`config.mk`:
```
export PLATFORM = sky130hd
export DESIGN_NAME = iefb_irq_bank
export DESIGN_NICKNAME = d
export VERILOG_FILES = /design/src/rtl/iefb_pkg.sv /design/src/rtl/iefb_flag_bank.sv /design/src/rtl/iefb_irq_bank.sv
export VERILOG_INCLUDE_DIRS = /design/src /design/src/rtl
export SDC_FILE = /design/constraint.sdc
export NUM_CORES = 1
export LEC_CHECK = 0
export ABC_CLOCK_PERIOD_IN_PS = 1400
export BUFFER_PORTS_ARGS = -buffer_cell sky130_fd_sc_hd__buf_2
export CAP_MARGIN = 10
export CORE_ASPECT_RATIO = 0.6
export CORE_MARGIN = 2
export CORE_UTILIZATION = 45
export DETAILED_ROUTE_END_ITERATION = 7
export GPL_ROUTABILITY_DRIVEN = 0
export PLACE_DENSITY = 0.74
export SYNTH_ARGS = -nofsm -noshare
export SYNTH_HDL_FRONTEND = slang
export SYNTH_SLANG_ARGS = --single-unit
```
`constraint.sdc`:
```
create_clock -name core_clk -period 1.4 [get_ports core_clk]
set_input_delay 0.14 -clock core_clk [delete_from_list [all_inputs] [get_ports core_clk]]
set_output_delay 0.14 -clock core_clk [all_outputs]
set_load 0.01 [all_outputs]
```
`src/rtl/iefb_defs.svh`:
```
`ifndef IEFB_DEFS_SVH
`define IEFB_DEFS_SVH

// ==========================================================================
// register select codes on the special-purpose data memory port
`define IEFB_SEL_CTRL_A 3'h0
`define IEFB_SEL_CTRL_B 3'h1
`define IEFB_SEL_TMR0 3'h2
`define IEFB_SEL_TMR1 3'h3
`define IEFB_SEL_TMR2 3'h4

// ==========================================================================
// primary_irq_ctrl_a bit positions
`define IEFB_A_GLOBAL_EN 0
`define IEFB_A_TICK_EN 1
`define IEFB_A_GRP0_EN 2
`define IEFB_A_GRP1_EN 3
`define IEFB_A_TICK_F 4
`define IEFB_A_GRP0_F 5
`define IEFB_A_GRP1_F 6

// ==========================================================================
// primary_irq_ctrl_b bit positions
`define IEFB_B_GRP2_EN 0
`define IEFB_B_CHAIN_EN 1
`define IEFB_B_GRP2_F 4
`define IEFB_B_CHAIN_F 5

// ==========================================================================
// timerN_match_irq_ctrl bit positions
`define IEFB_T_PERIOD_EN 0
`define IEFB_T_DUTY_EN 1
`define IEFB_T_PERIOD_F 4
`define IEFB_T_DUTY_F 5

// ==========================================================================
// flag bank layout and reset values
`define IEFB_NUM_FLAGS 11
`define IEFB_NUM_VEC 5
`define IEFB_NUM_TMR 3
`define IEFB_FLG_GRP0 0
`define IEFB_FLG_TICK 3
`define IEFB_FLG_CHAIN 4
`define IEFB_FLG_TP0 5
`define IEFB_FLG_TD0 8
`define IEFB_RST_FLAGS 11'h000
`define IEFB_RST_REG 8'h00

`endif

```
`src/rtl/iefb_pkg.sv`:
```
package iefb_pkg;

	// ======================================================================
	// vector numbers, equal to the direct flag index and irq line
	typedef enum logic [2:0] {
		IEFB_VEC_GRP0 = 3'h0,
		IEFB_VEC_GRP1 = 3'h1,
		IEFB_VEC_GRP2 = 3'h2,
		IEFB_VEC_TICK = 3'h3,
		IEFB_VEC_CHAIN = 3'h4
	} iefb_vec_t;

	// ======================================================================
	// register port request from the core
	typedef struct packed {
		logic wr;
		logic [2:0] sel;
		logic [7:0] wdata;
	} iefb_regreq_t;

	// timer comparator match pulses, one bit per timer
	typedef struct packed {
		logic [2:0] period;
		logic [2:0] duty;
	} iefb_tmr_evt_t;

	// chained serial transceiver event pulses
	typedef struct packed {
		logic fmt_err;
		logic link_reset;
		logic tx_empty;
		logic rx_full;
	} iefb_chain_evt_t;

	// core acknowledge of a vector being taken
	typedef struct packed {
		logic ack;
		iefb_vec_t vec;
	} iefb_svc_t;

endpackage

```
`src/rtl/iefb_flag_bank.sv`:
```
`timescale 1ns/10ps
`include "iefb_defs.svh"

module iefb_flag_bank (
	// clock and reset
	input wire logic core_clk,
	input wire logic reset,
	// per-flag controls
	input wire logic [`IEFB_NUM_FLAGS-1:0] set_hw,
	input wire logic [`IEFB_NUM_FLAGS-1:0] wr_en,
	input wire logic [`IEFB_NUM_FLAGS-1:0] wr_val,
	input wire logic [`IEFB_NUM_FLAGS-1:0] clr,
	// stored flags
	output logic [`IEFB_NUM_FLAGS-1:0] flag_q
);

	logic [`IEFB_NUM_FLAGS-1:0] flag_d;

	// set beats write beats service clear, so no event is lost
	assign flag_d = set_hw | (wr_en & wr_val) | (~wr_en & flag_q & ~clr);

	// flag storage
	always_ff @(posedge core_clk) begin
		if (reset) begin
			flag_q <= `IEFB_RST_FLAGS;
		end else begin
			flag_q <= flag_d;
		end
	end

endmodule // iefb_flag_bank

```
`src/rtl/iefb_irq_bank.sv`:
```
`timescale 1ns/10ps
`include "iefb_defs.svh"

module iefb_irq_bank (
	// clock and reset
	input wire logic core_clk,
	input wire logic reset,
	// register port
	input wire iefb_pkg::iefb_regreq_t reg_req,
	output logic [7:0] reg_rdata_q,
	// peripheral events
	input wire logic tick_evt,
	input wire iefb_pkg::iefb_tmr_evt_t tmr_evt,
	input wire iefb_pkg::iefb_chain_evt_t chain_evt,
	// core vectoring
	input wire iefb_pkg::iefb_svc_t svc,
	output logic [`IEFB_NUM_VEC-1:0] irq_req_q
);

	// ======================================================================
	// helpers
	function automatic logic hit(input logic [2:0] sel,
		input logic [2:0] code);
		hit = (sel == code);
	endfunction

	function automatic logic [7:0] pack_tmr(input logic df, input logic pf,
		input logic de, input logic pe);
		logic [7:0] r;
		r = `IEFB_RST_REG;
		r[`IEFB_T_DUTY_F] = df;
		r[`IEFB_T_PERIOD_F] = pf;
		r[`IEFB_T_DUTY_EN] = de;
		r[`IEFB_T_PERIOD_EN] = pe;
		pack_tmr = r;
	endfunction

	// ======================================================================
	// state
	logic global_en_q;
	logic tick_en_q;
	logic chain_en_q;
	logic [2:0] grp_en_q;
	logic [2:0] tp_en_q;
	logic [2:0] td_en_q;
	logic [2:0] grp_src_q;
	logic [`IEFB_NUM_FLAGS-1:0] flag_q;

	// ======================================================================
	// write decode
	logic wr_a;
	logic wr_b;
	logic [2:0] wr_t;
	logic [7:0] wd;

	assign wd = reg_req.wdata;
	assign wr_a = reg_req.wr && hit(reg_req.sel, `IEFB_SEL_CTRL_A);
	assign wr_b = reg_req.wr && hit(reg_req.sel, `IEFB_SEL_CTRL_B);
	assign wr_t[0] = reg_req.wr && hit(reg_req.sel, `IEFB_SEL_TMR0);
	assign wr_t[1] = reg_req.wr && hit(reg_req.sel, `IEFB_SEL_TMR1);
	assign wr_t[2] = reg_req.wr && hit(reg_req.sel, `IEFB_SEL_TMR2);

	// ======================================================================
	// flag controls
	logic [`IEFB_NUM_FLAGS-1:0] fl_set;
	logic [`IEFB_NUM_FLAGS-1:0] fl_wr;
	logic [`IEFB_NUM_FLAGS-1:0] fl_val;
	logic [`IEFB_NUM_FLAGS-1:0] fl_clr;
	logic [`IEFB_NUM_VEC-1:0] svc_clr;
	logic [2:0] grp_src;
	logic [2:0] grp_set;

	// group source: an enabled timer flag; edge keeps a serviced group quiet
	genvar n;
	generate
		for (n = 0; n < `IEFB_NUM_TMR; n++) begin : g_grp
			assign grp_src[n] =
				(flag_q[`IEFB_FLG_TP0+n] & tp_en_q[n]) |
				(flag_q[`IEFB_FLG_TD0+n] & td_en_q[n]);
			assign grp_set[n] = grp_src[n] & ~grp_src_q[n];
			assign fl_set[`IEFB_FLG_TP0+n] = tmr_evt.period[n];
			assign fl_set[`IEFB_FLG_TD0+n] = tmr_evt.duty[n];
			assign fl_wr[`IEFB_FLG_TP0+n] = wr_t[n];
			assign fl_wr[`IEFB_FLG_TD0+n] = wr_t[n];
			assign fl_val[`IEFB_FLG_TP0+n] = wd[`IEFB_T_PERIOD_F];
			assign fl_val[`IEFB_FLG_TD0+n] = wd[`IEFB_T_DUTY_F];
		end
	endgenerate

	// direct vector flags and their set sources
	assign fl_set[2:0] = grp_set;
	assign fl_set[`IEFB_FLG_TICK] = tick_evt;
	assign fl_set[`IEFB_FLG_CHAIN] = chain_evt.fmt_err |
		chain_evt.link_reset | chain_evt.tx_empty | chain_evt.rx_full;
	assign fl_wr[`IEFB_FLG_GRP0] = wr_a;
	assign fl_wr[`IEFB_FLG_GRP0+1] = wr_a;
	assign fl_wr[`IEFB_FLG_GRP0+2] = wr_b;
	assign fl_wr[`IEFB_FLG_TICK] = wr_a;
	assign fl_wr[`IEFB_FLG_CHAIN] = wr_b;
	assign fl_val[`IEFB_FLG_GRP0] = wd[`IEFB_A_GRP0_F];
	assign fl_val[`IEFB_FLG_GRP0+1] = wd[`IEFB_A_GRP1_F];
	assign fl_val[`IEFB_FLG_GRP0+2] = wd[`IEFB_B_GRP2_F];
	assign fl_val[`IEFB_FLG_TICK] = wd[`IEFB_A_TICK_F];
	assign fl_val[`IEFB_FLG_CHAIN] = wd[`IEFB_B_CHAIN_F];

	// service clears only the direct flag of the taken vector
	assign svc_clr = svc.ack ? (5'h01 << svc.vec) : 5'h00;
	assign fl_clr = {6'h00, svc_clr};

	iefb_flag_bank u_flags (
		.core_clk(core_clk),
		.reset(reset),
		.set_hw(fl_set),
		.wr_en(fl_wr),
		.wr_val(fl_val),
		.clr(fl_clr),
		.flag_q(flag_q)
	);

	// ======================================================================
	// enable registers
	// global enable: service wins over a write in the same cycle, so a
	// vector can never be taken twice before the handler runs
	always_ff @(posedge core_clk) begin
		if (reset) begin
			global_en_q <= 1'b0;
		end else if (svc.ack) begin
			global_en_q <= 1'b0;
		end else if (wr_a) begin
			global_en_q <= wd[`IEFB_A_GLOBAL_EN];
		end
	end

	// primary source enables
	always_ff @(posedge core_clk) begin
		if (reset) begin
			tick_en_q <= 1'b0;
			grp_en_q <= 3'h0;
			chain_en_q <= 1'b0;
		end else begin
			if (wr_a) begin
				tick_en_q <= wd[`IEFB_A_TICK_EN];
				grp_en_q[0] <= wd[`IEFB_A_GRP0_EN];
				grp_en_q[1] <= wd[`IEFB_A_GRP1_EN];
			end
			if (wr_b) begin
				grp_en_q[2] <= wd[`IEFB_B_GRP2_EN];
				chain_en_q <= wd[`IEFB_B_CHAIN_EN];
			end
		end
	end

	// timer match enables and group source history
	always_ff @(posedge core_clk) begin
		if (reset) begin
			tp_en_q <= 3'h0;
			td_en_q <= 3'h0;
			grp_src_q <= 3'h0;
		end else begin
			for (int i = 0; i < `IEFB_NUM_TMR; i++) begin
				if (wr_t[i]) begin
					tp_en_q[i] <= wd[`IEFB_T_PERIOD_EN];
					td_en_q[i] <= wd[`IEFB_T_DUTY_EN];
				end
			end
			grp_src_q <= grp_src;
		end
	end

	// ======================================================================
	// request lines and read data
	logic [`IEFB_NUM_VEC-1:0] en_dir;
	logic [`IEFB_NUM_VEC-1:0] irq_d;
	logic [7:0] rd_a;
	logic [7:0] rd_b;
	logic [7:0] rd_t0;
	logic [7:0] rd_t1;
	logic [7:0] rd_t2;
	logic [7:0] rdata_d;

	// disabled flags stay set but are masked here
	assign en_dir = {chain_en_q, tick_en_q, grp_en_q};
	assign irq_d = flag_q[`IEFB_NUM_VEC-1:0] & en_dir &
		{`IEFB_NUM_VEC{global_en_q}};

	// register images, unimplemented bits tied low
	assign rd_a = {1'b0, flag_q[1], flag_q[0], flag_q[`IEFB_FLG_TICK],
		grp_en_q[1], grp_en_q[0], tick_en_q, global_en_q};
	assign rd_b = {2'h0, flag_q[`IEFB_FLG_CHAIN], flag_q[2],
		2'h0, chain_en_q, grp_en_q[2]};
	assign rd_t0 = pack_tmr(flag_q[`IEFB_FLG_TD0], flag_q[`IEFB_FLG_TP0],
		td_en_q[0], tp_en_q[0]);
	assign rd_t1 = pack_tmr(flag_q[`IEFB_FLG_TD0+1],
		flag_q[`IEFB_FLG_TP0+1], td_en_q[1], tp_en_q[1]);
	assign rd_t2 = pack_tmr(flag_q[`IEFB_FLG_TD0+2],
		flag_q[`IEFB_FLG_TP0+2], td_en_q[2], tp_en_q[2]);
	assign rdata_d = hit(reg_req.sel, `IEFB_SEL_CTRL_A) ? rd_a :
		hit(reg_req.sel, `IEFB_SEL_CTRL_B) ? rd_b :
		hit(reg_req.sel, `IEFB_SEL_TMR0) ? rd_t0 :
		hit(reg_req.sel, `IEFB_SEL_TMR1) ? rd_t1 :
		hit(reg_req.sel, `IEFB_SEL_TMR2) ? rd_t2 : `IEFB_RST_REG;

	// outputs straight from flops; one cycle behind the state
	always_ff @(posedge core_clk) begin
		if (reset) begin
			irq_req_q <= 5'h00;
			reg_rdata_q <= `IEFB_RST_REG;
		end else begin
			irq_req_q <= irq_d;
			reg_rdata_q <= rdata_d;
		end
	end
endmodule // iefb_irq_bank

```
==> results.yml, run 1 <==
outcome:
  status: "complete, no violations"
place:
  hpwl_um: 2940
  place_area_um2: 1850
  port_buffers: 39
  pre_cts_ws_ns: 0.0938
power:
  seqPwrFrac_pct: 49.8
  clock_power_share_pct: 40.4
  combPwrFrac_pct: 9.8
  p_leak_nw: 0.833
  p_sw_share_pct: 23.7
  netSwitchingPower_w: 0.000541
  power_density_nw_per_um2: 1170
  p_int_w: 0.00175
  ir_drop_v: 0.000470
setup_path:
  worstPathRequired_ns: 1.57
  end_kind: "flip-flop"
  path_class: "reg2reg"
  slowest_delay_ns: 0.35
  critPathMaxFanout: 3
  crit_path_cell_trace: "mux2_2 > a221oi_1 > nor3_1"
  worst_ep_arrival_time_ns: 1.36
  crit_slowest_cell: "a221oi_1"
  cp-start-kind: "flip-flop"
  crit_buf_inv: 0
  crit_family: "compound AO/OA/AOI/OAI gates"
logic_synthesis:
  synth.distinct_cells: 36
  avgSynthCellArea_um2: 9.39
  yosysWarnings: 0
  synth-edff-count: 0
  mappedNetlistArea_um2: 1590
  synth_area_leaders: "dfxtp_1, nor2_1, mux2i_1"
  yosysTopAreaCellShare_pct: 47.9
  synthArstFlopShare_pct: 0
  postSynthCellCount: 169
  synth-seq-cells: 38
  yosysSeqAreaShare_pct: 47.9
  syn-num-nets: 198
  synthFlopType: "dfxtp_1"
  synth_area_leader_cell: "dfxtp_1"
die:
  die_y_um: 50.0
  die_w_um: 80.7
  dieArea_um2: 4030
  initial_core_util_pct: 48.0
  ios: 42
  num_rows: 16
  core_area_um2: 3300
detailed_routing:
  drt_iter0_drc: 103
  wl_um: 3980
  drc: 0
  post_drt_wl_per_cell_um: 15.4
  avgViaCountPerCell: 5.52
  antenna_left: 0
  dr.pass1.iters: 4
  num_vias: 1424
timing:
  max_freq_mhz: 835
  finalSetupTns_ns: 0
  fin_skew_ns: 0.00754
  layout_min_cycle_time_ns: 1.20
  setup_viol: 0
  grt_setup_unrepaired: "no"
  min_period_over_period_pct: 85.6
  finalWorstSetupSlack_ns: 0.202
  slew_viol_final: 0
  hold_viol: 0
cts:
  post-cts-setup-buffer-count: 0
  cts_resized: 0
  holdBufCountCts: 0
  cts_buffer_depth: 2
  htreeDepth: 2
  insertion_delay_ns: 0.29
  root_buffer: "clkbuf_8"
  numCtsBuffers: 5
  path_clk_slew_ns: 0.08
  cts_tree: "yes"
  cts_num_sinks: 38
finish:
  seqCellArea_um2: 761
  nFillCells: 292
  fin_nets: 241
  multiInputGateArea_um2: 773
  area_delta_synth_final_pct: 23.5
  drive_above_1_share_pct: 29.6
  final_cell_area_um2: 1960
  antenna_cells: 0
hold_path:
  hp-class: "in2reg"
grt:
  antenna_found_initial: 0
  grt_pass1_wl_um: 6330
  grtUsageTotal_pct: 21.1
  grt_max_degree: 20
  grt-ovfl-total: 0
  first_global_vias: 1363
run:
  drv_cap: 0
## sequential cells by signal, indices dropped and copies added (netlist names)
| register | flops |
|---|---|
| u_flags.flag_q | 11 |
| reg_rdata_q | 7 |
| irq_req_q | 5 |
| grp_en_q | 3 |
| grp_src_q | 3 |
| td_en_q | 3 |
| tp_en_q | 3 |
| chain_en_q | 1 |
| global_en_q | 1 |
| tick_en_q | 1 |
## through the flow
| stage | util (%) | cells | hold WS, ns | power, W |
|---|---|---|---|---|
| floorplan | - | 169 | 0.219 | 0.00128 |
| global placement | 55.9 | 250 | 0.383 | 0.00137 |
| detailed placement | 55.9 | 250 | 0.391 | 0.00138 |
| CTS | 59.3 | 258 | 0.0817 | 0.00230 |
| global route | 59.3 | 258 | 0.103 | 0.00236 |
| finish | 59.3 | 258 | 0.0843 | 0.00229 |
## power groups by stage
stage          clock, W  combinational (W)  sequential [W]
6_report       0.000925           0.000224         0.00114
5_1_grt        0.000973           0.000246         0.00114
3_3_place_gp          0           0.000211         0.00116
4_1_cts        0.000935           0.000222         0.00114
3_5_place_dp          0           0.000220         0.00116
2_1_floorplan         0           0.000118         0.00116
## final cells by class
class	instances	share of cell area, %
sequential	38	38.8
tap	45	2.87
clock buffer	5	3.51
multi-input combinational	120	39.5
clock inverter	3	2.30
timing repair buffer	47	13.0
## cells in the final DEF, fill, tap and decap left out, drive strengths merged, types with 4 or more instances in the layout
cell and n:
mux2 4, nand2 12, a211oi 6, a221oi 4
clkbuf 5, nor3b 4, nor2 21, a21oi 8
nor3 11, dfxtp 38, and3 5, buf 47
nand2b 4, mux2i 7
## worst reg2reg max path: stages, from the launching register on
cell	delay [ns]
dfxtp_1	0.33
mux2_2	0.29
a221oi_1	0.35
nor3_1	0.11
## kinds of logic after synthesis
family / share of synthesized area (%)
other: 0.236
flip-flops: 47.9
buffers and inverters: 3.31
AO/OA/AOI/OAI: 12.9
AND/OR/NAND/NOR: 28.4
multiplexers: 7.26
## synthesized netlist by cell type, drive strengths merged, types with 3 or more instances
master / n
nand2b: 4
nor2: 21
a211oi: 6
a21oi: 8
a22oi: 3
a221oi: 4
nand2: 12
mux2: 4
a2bb2oi: 3
and2: 3
nor2b: 3
nor3b: 4
dfxtp: 38
nor3: 11
buf: 7
and3: 5
clkbuf: 4
mux2i: 7
## metal layers
layer / up-vias / GRT usage (%) / share of wire, %
met5: - / 0 / 0
met4: 0 / 6.78 / 0.98
met3: 5 / 6.96 / 9.6
met2: 61 / 32.1 / 44
met1: 658 / 28.4 / 45
li1: 700 / - / -
## worst paths after layout
kind	start	end	slack, ns	depth (start not counted)
worst max-delay path	td_en_q[1]	reg_rdata_q[1]	0.20	3
worst min-delay path	reg_req[2]	grp_en_q[0]	0.08	3
worst max register to register	td_en_q[1]	reg_rdata_q[1]	0.20	3
worst min register to register	grp_en_q[0]	grp_en_q[0]	0.46	2
Power figures use the tool's default switching activity.
==> run 2, diff against run 1 <==
--- a/config.mk
+++ b/config.mk
@@ -9,7 +9,7 @@
 export ABC_CLOCK_PERIOD_IN_PS = 1400
 export BUFFER_PORTS_ARGS = -buffer_cell sky130_fd_sc_hd__buf_2
 export CAP_MARGIN = 10
-export CORE_ASPECT_RATIO = 0.6
+export CORE_ASPECT_RATIO = 0.8
 export CORE_MARGIN = 2
 export CORE_UTILIZATION = 45
 export DETAILED_ROUTE_END_ITERATION = 7
==> results.yml, run 2 (synthesis results as in run 1) <==
detailed_routing:
  post_drt_wl_per_cell_um: 14.5
  wl_um: 3700
  num_vias: 1383
  drt_iter0_drc: 101
  drc: 0
  dr.pass1.iters: 4
  antenna_left: 0
  avgViaCountPerCell: 5.42
grt:
  grtUsageTotal_pct: 19.6
  grt_pass1_wl_um: 6110
  grt_max_degree: 18
  antenna_found_initial: 0
  first_global_vias: 1254
  grt-ovfl-total: 0
setup_path:
  reg2regPathDepth: 3
  rrSetupSlack_ns: 0.24
  path_class: "reg2reg"
  crit_slowest_cell: "a221oi_1"
  crit_path_cell_trace: "mux2_2 > a221oi_1 > nor3_1"
  critPathMaxFanout: 3
  slowest_delay_ns: 0.34
  rr_startpoint: "u_flags.flag_q[6]"
  r2r-end: "reg_rdata_q[4]"
  worst_ep_arrival_time_ns: 1.32
  cp-start-kind: "flip-flop"
  worstPathRequired_ns: 1.57
  end_kind: "flip-flop"
die:
  initial_core_util_pct: 46.7
  die_y_um: 57.1
  dieArea_um2: 4020
  core_area_um2: 3400
  ios: 42
  num_rows: 19
  die_w_um: 70.4
finish:
  nFillCells: 308
  fin_util_pct: 58.4
  antenna_cells: 0
  area_delta_synth_final_pct: 25.1
  final_common_cell: "buf_2"
  fin_nets: 241
  multiInputGateArea_um2: 773
  registers.top_by_ff_count: "u_flags.flag_q"
  top_regs: "u_flags.flag_q (11), reg_rdata_q (7), irq_req_q (5)"
  seqCellArea_um2: 761
  drive_above_1_share_pct: 29.6
  stdcell_count: 255
  final_cell_mix: "buf_2, dfxtp_1, nor2_1, nand2_1, nor3_1"
  largest_reg_flops: 11
hold_path:
  min_from: "reg_req[3]"
  hp-class: "in2reg"
  hold_end: "grp_en_q[1]"
  hold_depth: 3
place:
  pre_cts_ws_ns: 0.0698
  dp_cells: 247
  port_buffers: 39
  hpwl_um: 2650
cts:
  cts_resized: 0
  numCtsBuffers: 5
  cts_num_sinks: 38
  post-cts-setup-buffer-count: 0
  path_clk_slew_ns: 0.08
  cts_buffer_depth: 2
  root_buffer: "clkbuf_8"
  cts_tree: "yes"
  htreeDepth: 2
  holdBufCountCts: 0
  insertion_delay_ns: 0.29
timing:
  layout_min_cycle_time_ns: 1.16
  setup_viol: 0
  finalSetupTns_ns: 0
  fin_skew_ns: 0.00779
  min_period_over_period_pct: 82.6
  max_freq_mhz: 865
  worst_hold_slack_ns: 0.0795
  grt_setup_unrepaired: "no"
  hold_viol: 0
  finalWorstSetupSlack_ns: 0.244
  slew_viol_final: 0
run:
  drv_cap: 0
power:
  power_density_nw_per_um2: 1260
  p_leak_nw: 0.854
  ir_drop_v: 0.00120
outcome:
  status: "complete, no violations"
## run 2: worst max-delay path: cells and delay by family, from the launching register on
family,cells,cell delay [ns]
flops,1,0.33
mux,1,0.26
simple gates,1,0.10
compound gates,1,0.34
## run 2: worst max-delay path by stage
stage,startpoint,endpoint,slack [ns],depth (start not counted)
final,u_flags.flag_q[6],reg_rdata_q[4],0.24,3
after global routing,td_en_q[0],reg_rdata_q[1],0.21,3
after CTS,u_flags.flag_q[9],reg_rdata_q[5],0.25,3
after detailed placement,reg_req[8],u_flags.flag_q[1],0.07,5
after global placement,reg_req[8],u_flags.flag_q[1],0.08,5
after floorplan,reg_req[8],u_flags.flag_q[3],0.23,4
## run 2: through the flow
| stage | cell area (um2) | total power (W) |
|---|---|---|
| final | 1980 | 0.00250 |
| after global placement | 1840 | 0.00137 |
| after floorplan | 1590 | 0.00128 |
| after global routing | 1980 | 0.00259 |
| after CTS | 1980 | 0.00250 |
| after detailed placement | 1840 | 0.00138 |
## run 2: final cells by class
type                            instances  area share, %
Clock inverter                          2           3.03
Clock buffer                            6           4.16
Sequential cell                        38           38.3
Tap cell                               42           2.65
Timing Repair Buffer                   47           12.9
Multi-Input combinational cell        120           39.0
## run 2: power breakdown
| part | internal, W | switching, W |
|---|---|---|
| combinational | 0.000102 | 0.000117 |
| clock | 0.000760 | 0.000380 |
| sequential | 0.00112 | 0.0000234 |
## run 2: metal layers
| metal | track usage [%] | vias to the layer above | wire, um |
|---|---|---|---|
| li1 | - | 699 | - |
| met1 | 28.2 | 644 | 1840 |
| met2 | 28.8 | 36 | 1590 |
| met3 | 5.65 | 4 | 236 |
| met4 | 5.77 | 0 | 31 |
| met5 | 0 | - | 0 |
==> run 3, diff against run 2 <==
--- a/config.mk
+++ b/config.mk
@@ -6,7 +6,7 @@
 export SDC_FILE = /design/constraint.sdc
 export NUM_CORES = 1
 export LEC_CHECK = 0
-export ABC_CLOCK_PERIOD_IN_PS = 1400
+export ABC_CLOCK_PERIOD_IN_PS = 1100
 export BUFFER_PORTS_ARGS = -buffer_cell sky130_fd_sc_hd__buf_2
 export CAP_MARGIN = 10
 export CORE_ASPECT_RATIO = 0.8
==> constraint.sdc (replaced) <==
create_clock -name core_clk -period 1.1 [get_ports core_clk]
set_input_delay 0.11 -clock core_clk [delete_from_list [all_inputs] [get_ports core_clk]]
set_output_delay 0.11 -clock core_clk [all_outputs]
set_load 0.01 [all_outputs]
==> results.yml, run 3 (synthesis results as in run 1) <==
outcome:
  status: "complete, no violations"
timing:
  hold_viol: 0
  max_freq_mhz: 936
  slew_viol_final: 0
  min_period_over_period_pct: 97.1
  tightest_slew_ns: 0.563
  setup_viol: 0
  layout_min_cycle_time_ns: 1.07
  finalSetupTns_ns: 0
  fin_skew_ns: 0.00437
  maxSlewHeadroom_pct: 62.3
cts:
  path_clk_slew_ns: 0.07
  cts_num_sinks: 38
  htreeDepth: 2
  holdBufCountCts: 0
  cts_tree: "yes"
  root_buffer: "clkbuf_8"
  insertion_delay_ns: 0.29
  numCtsBuffers: 5
  cts_buffer_depth: 2
detailed_routing:
  dr.pass1.iters: 6
  num_vias: 1449
  antenna_left: 0
  avgViaCountPerCell: 5.47
  drc: 0
  wl_um: 4000
  drt_iter0_drc: 106
  post_drt_wl_per_cell_um: 15.1
grt:
  grt-ovfl-total: 0
  grt_max_degree: 23
  grt_pass1_wl_um: 6400
  grtUsageTotal_pct: 20.9
  first_global_vias: 1356
  antenna_found_initial: 0
die:
  ios: 42
  die_y_um: 57.1
  initial_core_util_pct: 46.7
  core_area_um2: 3400
  dieArea_um2: 4020
  die_w_um: 70.4
  num_rows: 19
finish:
  antenna_cells: 0
  top_regs: "u_flags.flag_q (11), reg_rdata_q (7), irq_req_q (5)"
  final_cell_mix: "buf_2, dfxtp_1, nor2_1, buf_4, nand2_1"
  final_common_cell: "buf_2"
  area_delta_synth_final_pct: 30.3
  fin_nets: 252
  final_cell_area_um2: 2070
  largest_reg_flops: 11
  registers.top_by_ff_count: "u_flags.flag_q"
  drive_above_1_share_pct: 36.8
power:
  power_density_nw_per_um2: 1300
  netSwitchingPower_w: 0.000668
  p_sw_share_pct: 24.9
  p_leak_nw: 0.902
  seqPwrFrac_pct: 54.2
  combPwrFrac_pct: 12.7
  p_int_w: 0.00202
  ir_drop_v: 0.000768
  clock_power_share_pct: 33.1
place:
  port_buffers: 39
  place_area_um2: 1920
  hpwl_um: 2840
setup_path:
  end_kind: "flip-flop"
  rr_startpoint: "u_flags.flag_q[4]"
  startpoint: "reg_req[8]"
  worst_ep_arrival_time_ns: 1.25
  worstPathRequired_ns: 1.28
  path_class: "in2reg"
  critPathMaxFanout: 8
  cp-start-kind: "input pin"
hold_path:
  hp-class: "in2reg"
  min_from: "reg_req[3]"
run:
  drv_cap: 0
[run 3: layout make-up]
class / count / area [um2]
Fill cell: 310 / 1330
Multi-Input combinational cell: 120 / 832
Sequential cell: 38 / 766
Timing Repair Buffer: 58 / 338
Clock buffer: 5 / 68.8
Tap cell: 42 / 52.6
Clock inverter: 2 / 10.0
[run 3: what timing repair did]
action,in CTS,in global routing
resized for setup,2,10
setup endpoints to repair,2,4
pin swaps,0,5
endpoints found under the hold margin,0,0
setup buffers,0,1
[run 3: routing by layer]
layer | GRT usage [%] | part of all wire [%] | up-vias
met2 | 31.0 | 44 | 35
met5 | 0 | 0 | -
met4 | 7.42 | 1.4 | 0
li1 | - | - | 720
met1 | 28.7 | 49 | 689
met3 | 6.89 | 5.3 | 5
[run 3: power by group through the flow]
stage | sequential (W) | combinational, W | clock [W]
floorplan | 0.00147 | 0.000153 | 0
finish | 0.00145 | 0.000341 | 0.000889
CTS | 0.00145 | 0.000309 | 0.000925
global route | 0.00146 | 0.000371 | 0.000986
detailed placement | 0.00148 | 0.000301 | 0
global placement | 0.00148 | 0.000296 | 0
[run 3: path summary, 6_finish.rpt]
path,to,slack [ns],cells past startpoint
hold reg to reg,grp_en_q[0],0.47,2
setup reg to reg,reg_rdata_q[5],0.04,3
hold / removal,grp_en_q[1],0.05,3
setup / recovery,td_en_q[0],0.03,6
[run 3: metrics by stage]
stage	setup slack [ns]	total power [W]	cells	utilization, %	hold WS, ns
6_report	0.0314	0.00268	265	60.8	0.0507
5_1_grt	-0.0199	0.00281	265	60.8	0.0621
4_1_cts	0.00658	0.00268	264	59.2	0.0429
3_5_place_dp	-0.159	0.00178	257	56.5	0.359
3_3_place_gp	-0.127	0.00178	257	56.5	0.360
2_1_floorplan	0.00271	0.00163	169	-	0.189
[run 3: critical path, stage by stage]
cell,delay [ns]
buf_2,0.14
buf_4,0.15
nor4bb_1,0.38
buf_4,0.23
mux2i_1,0.18
nor2_1,0.05
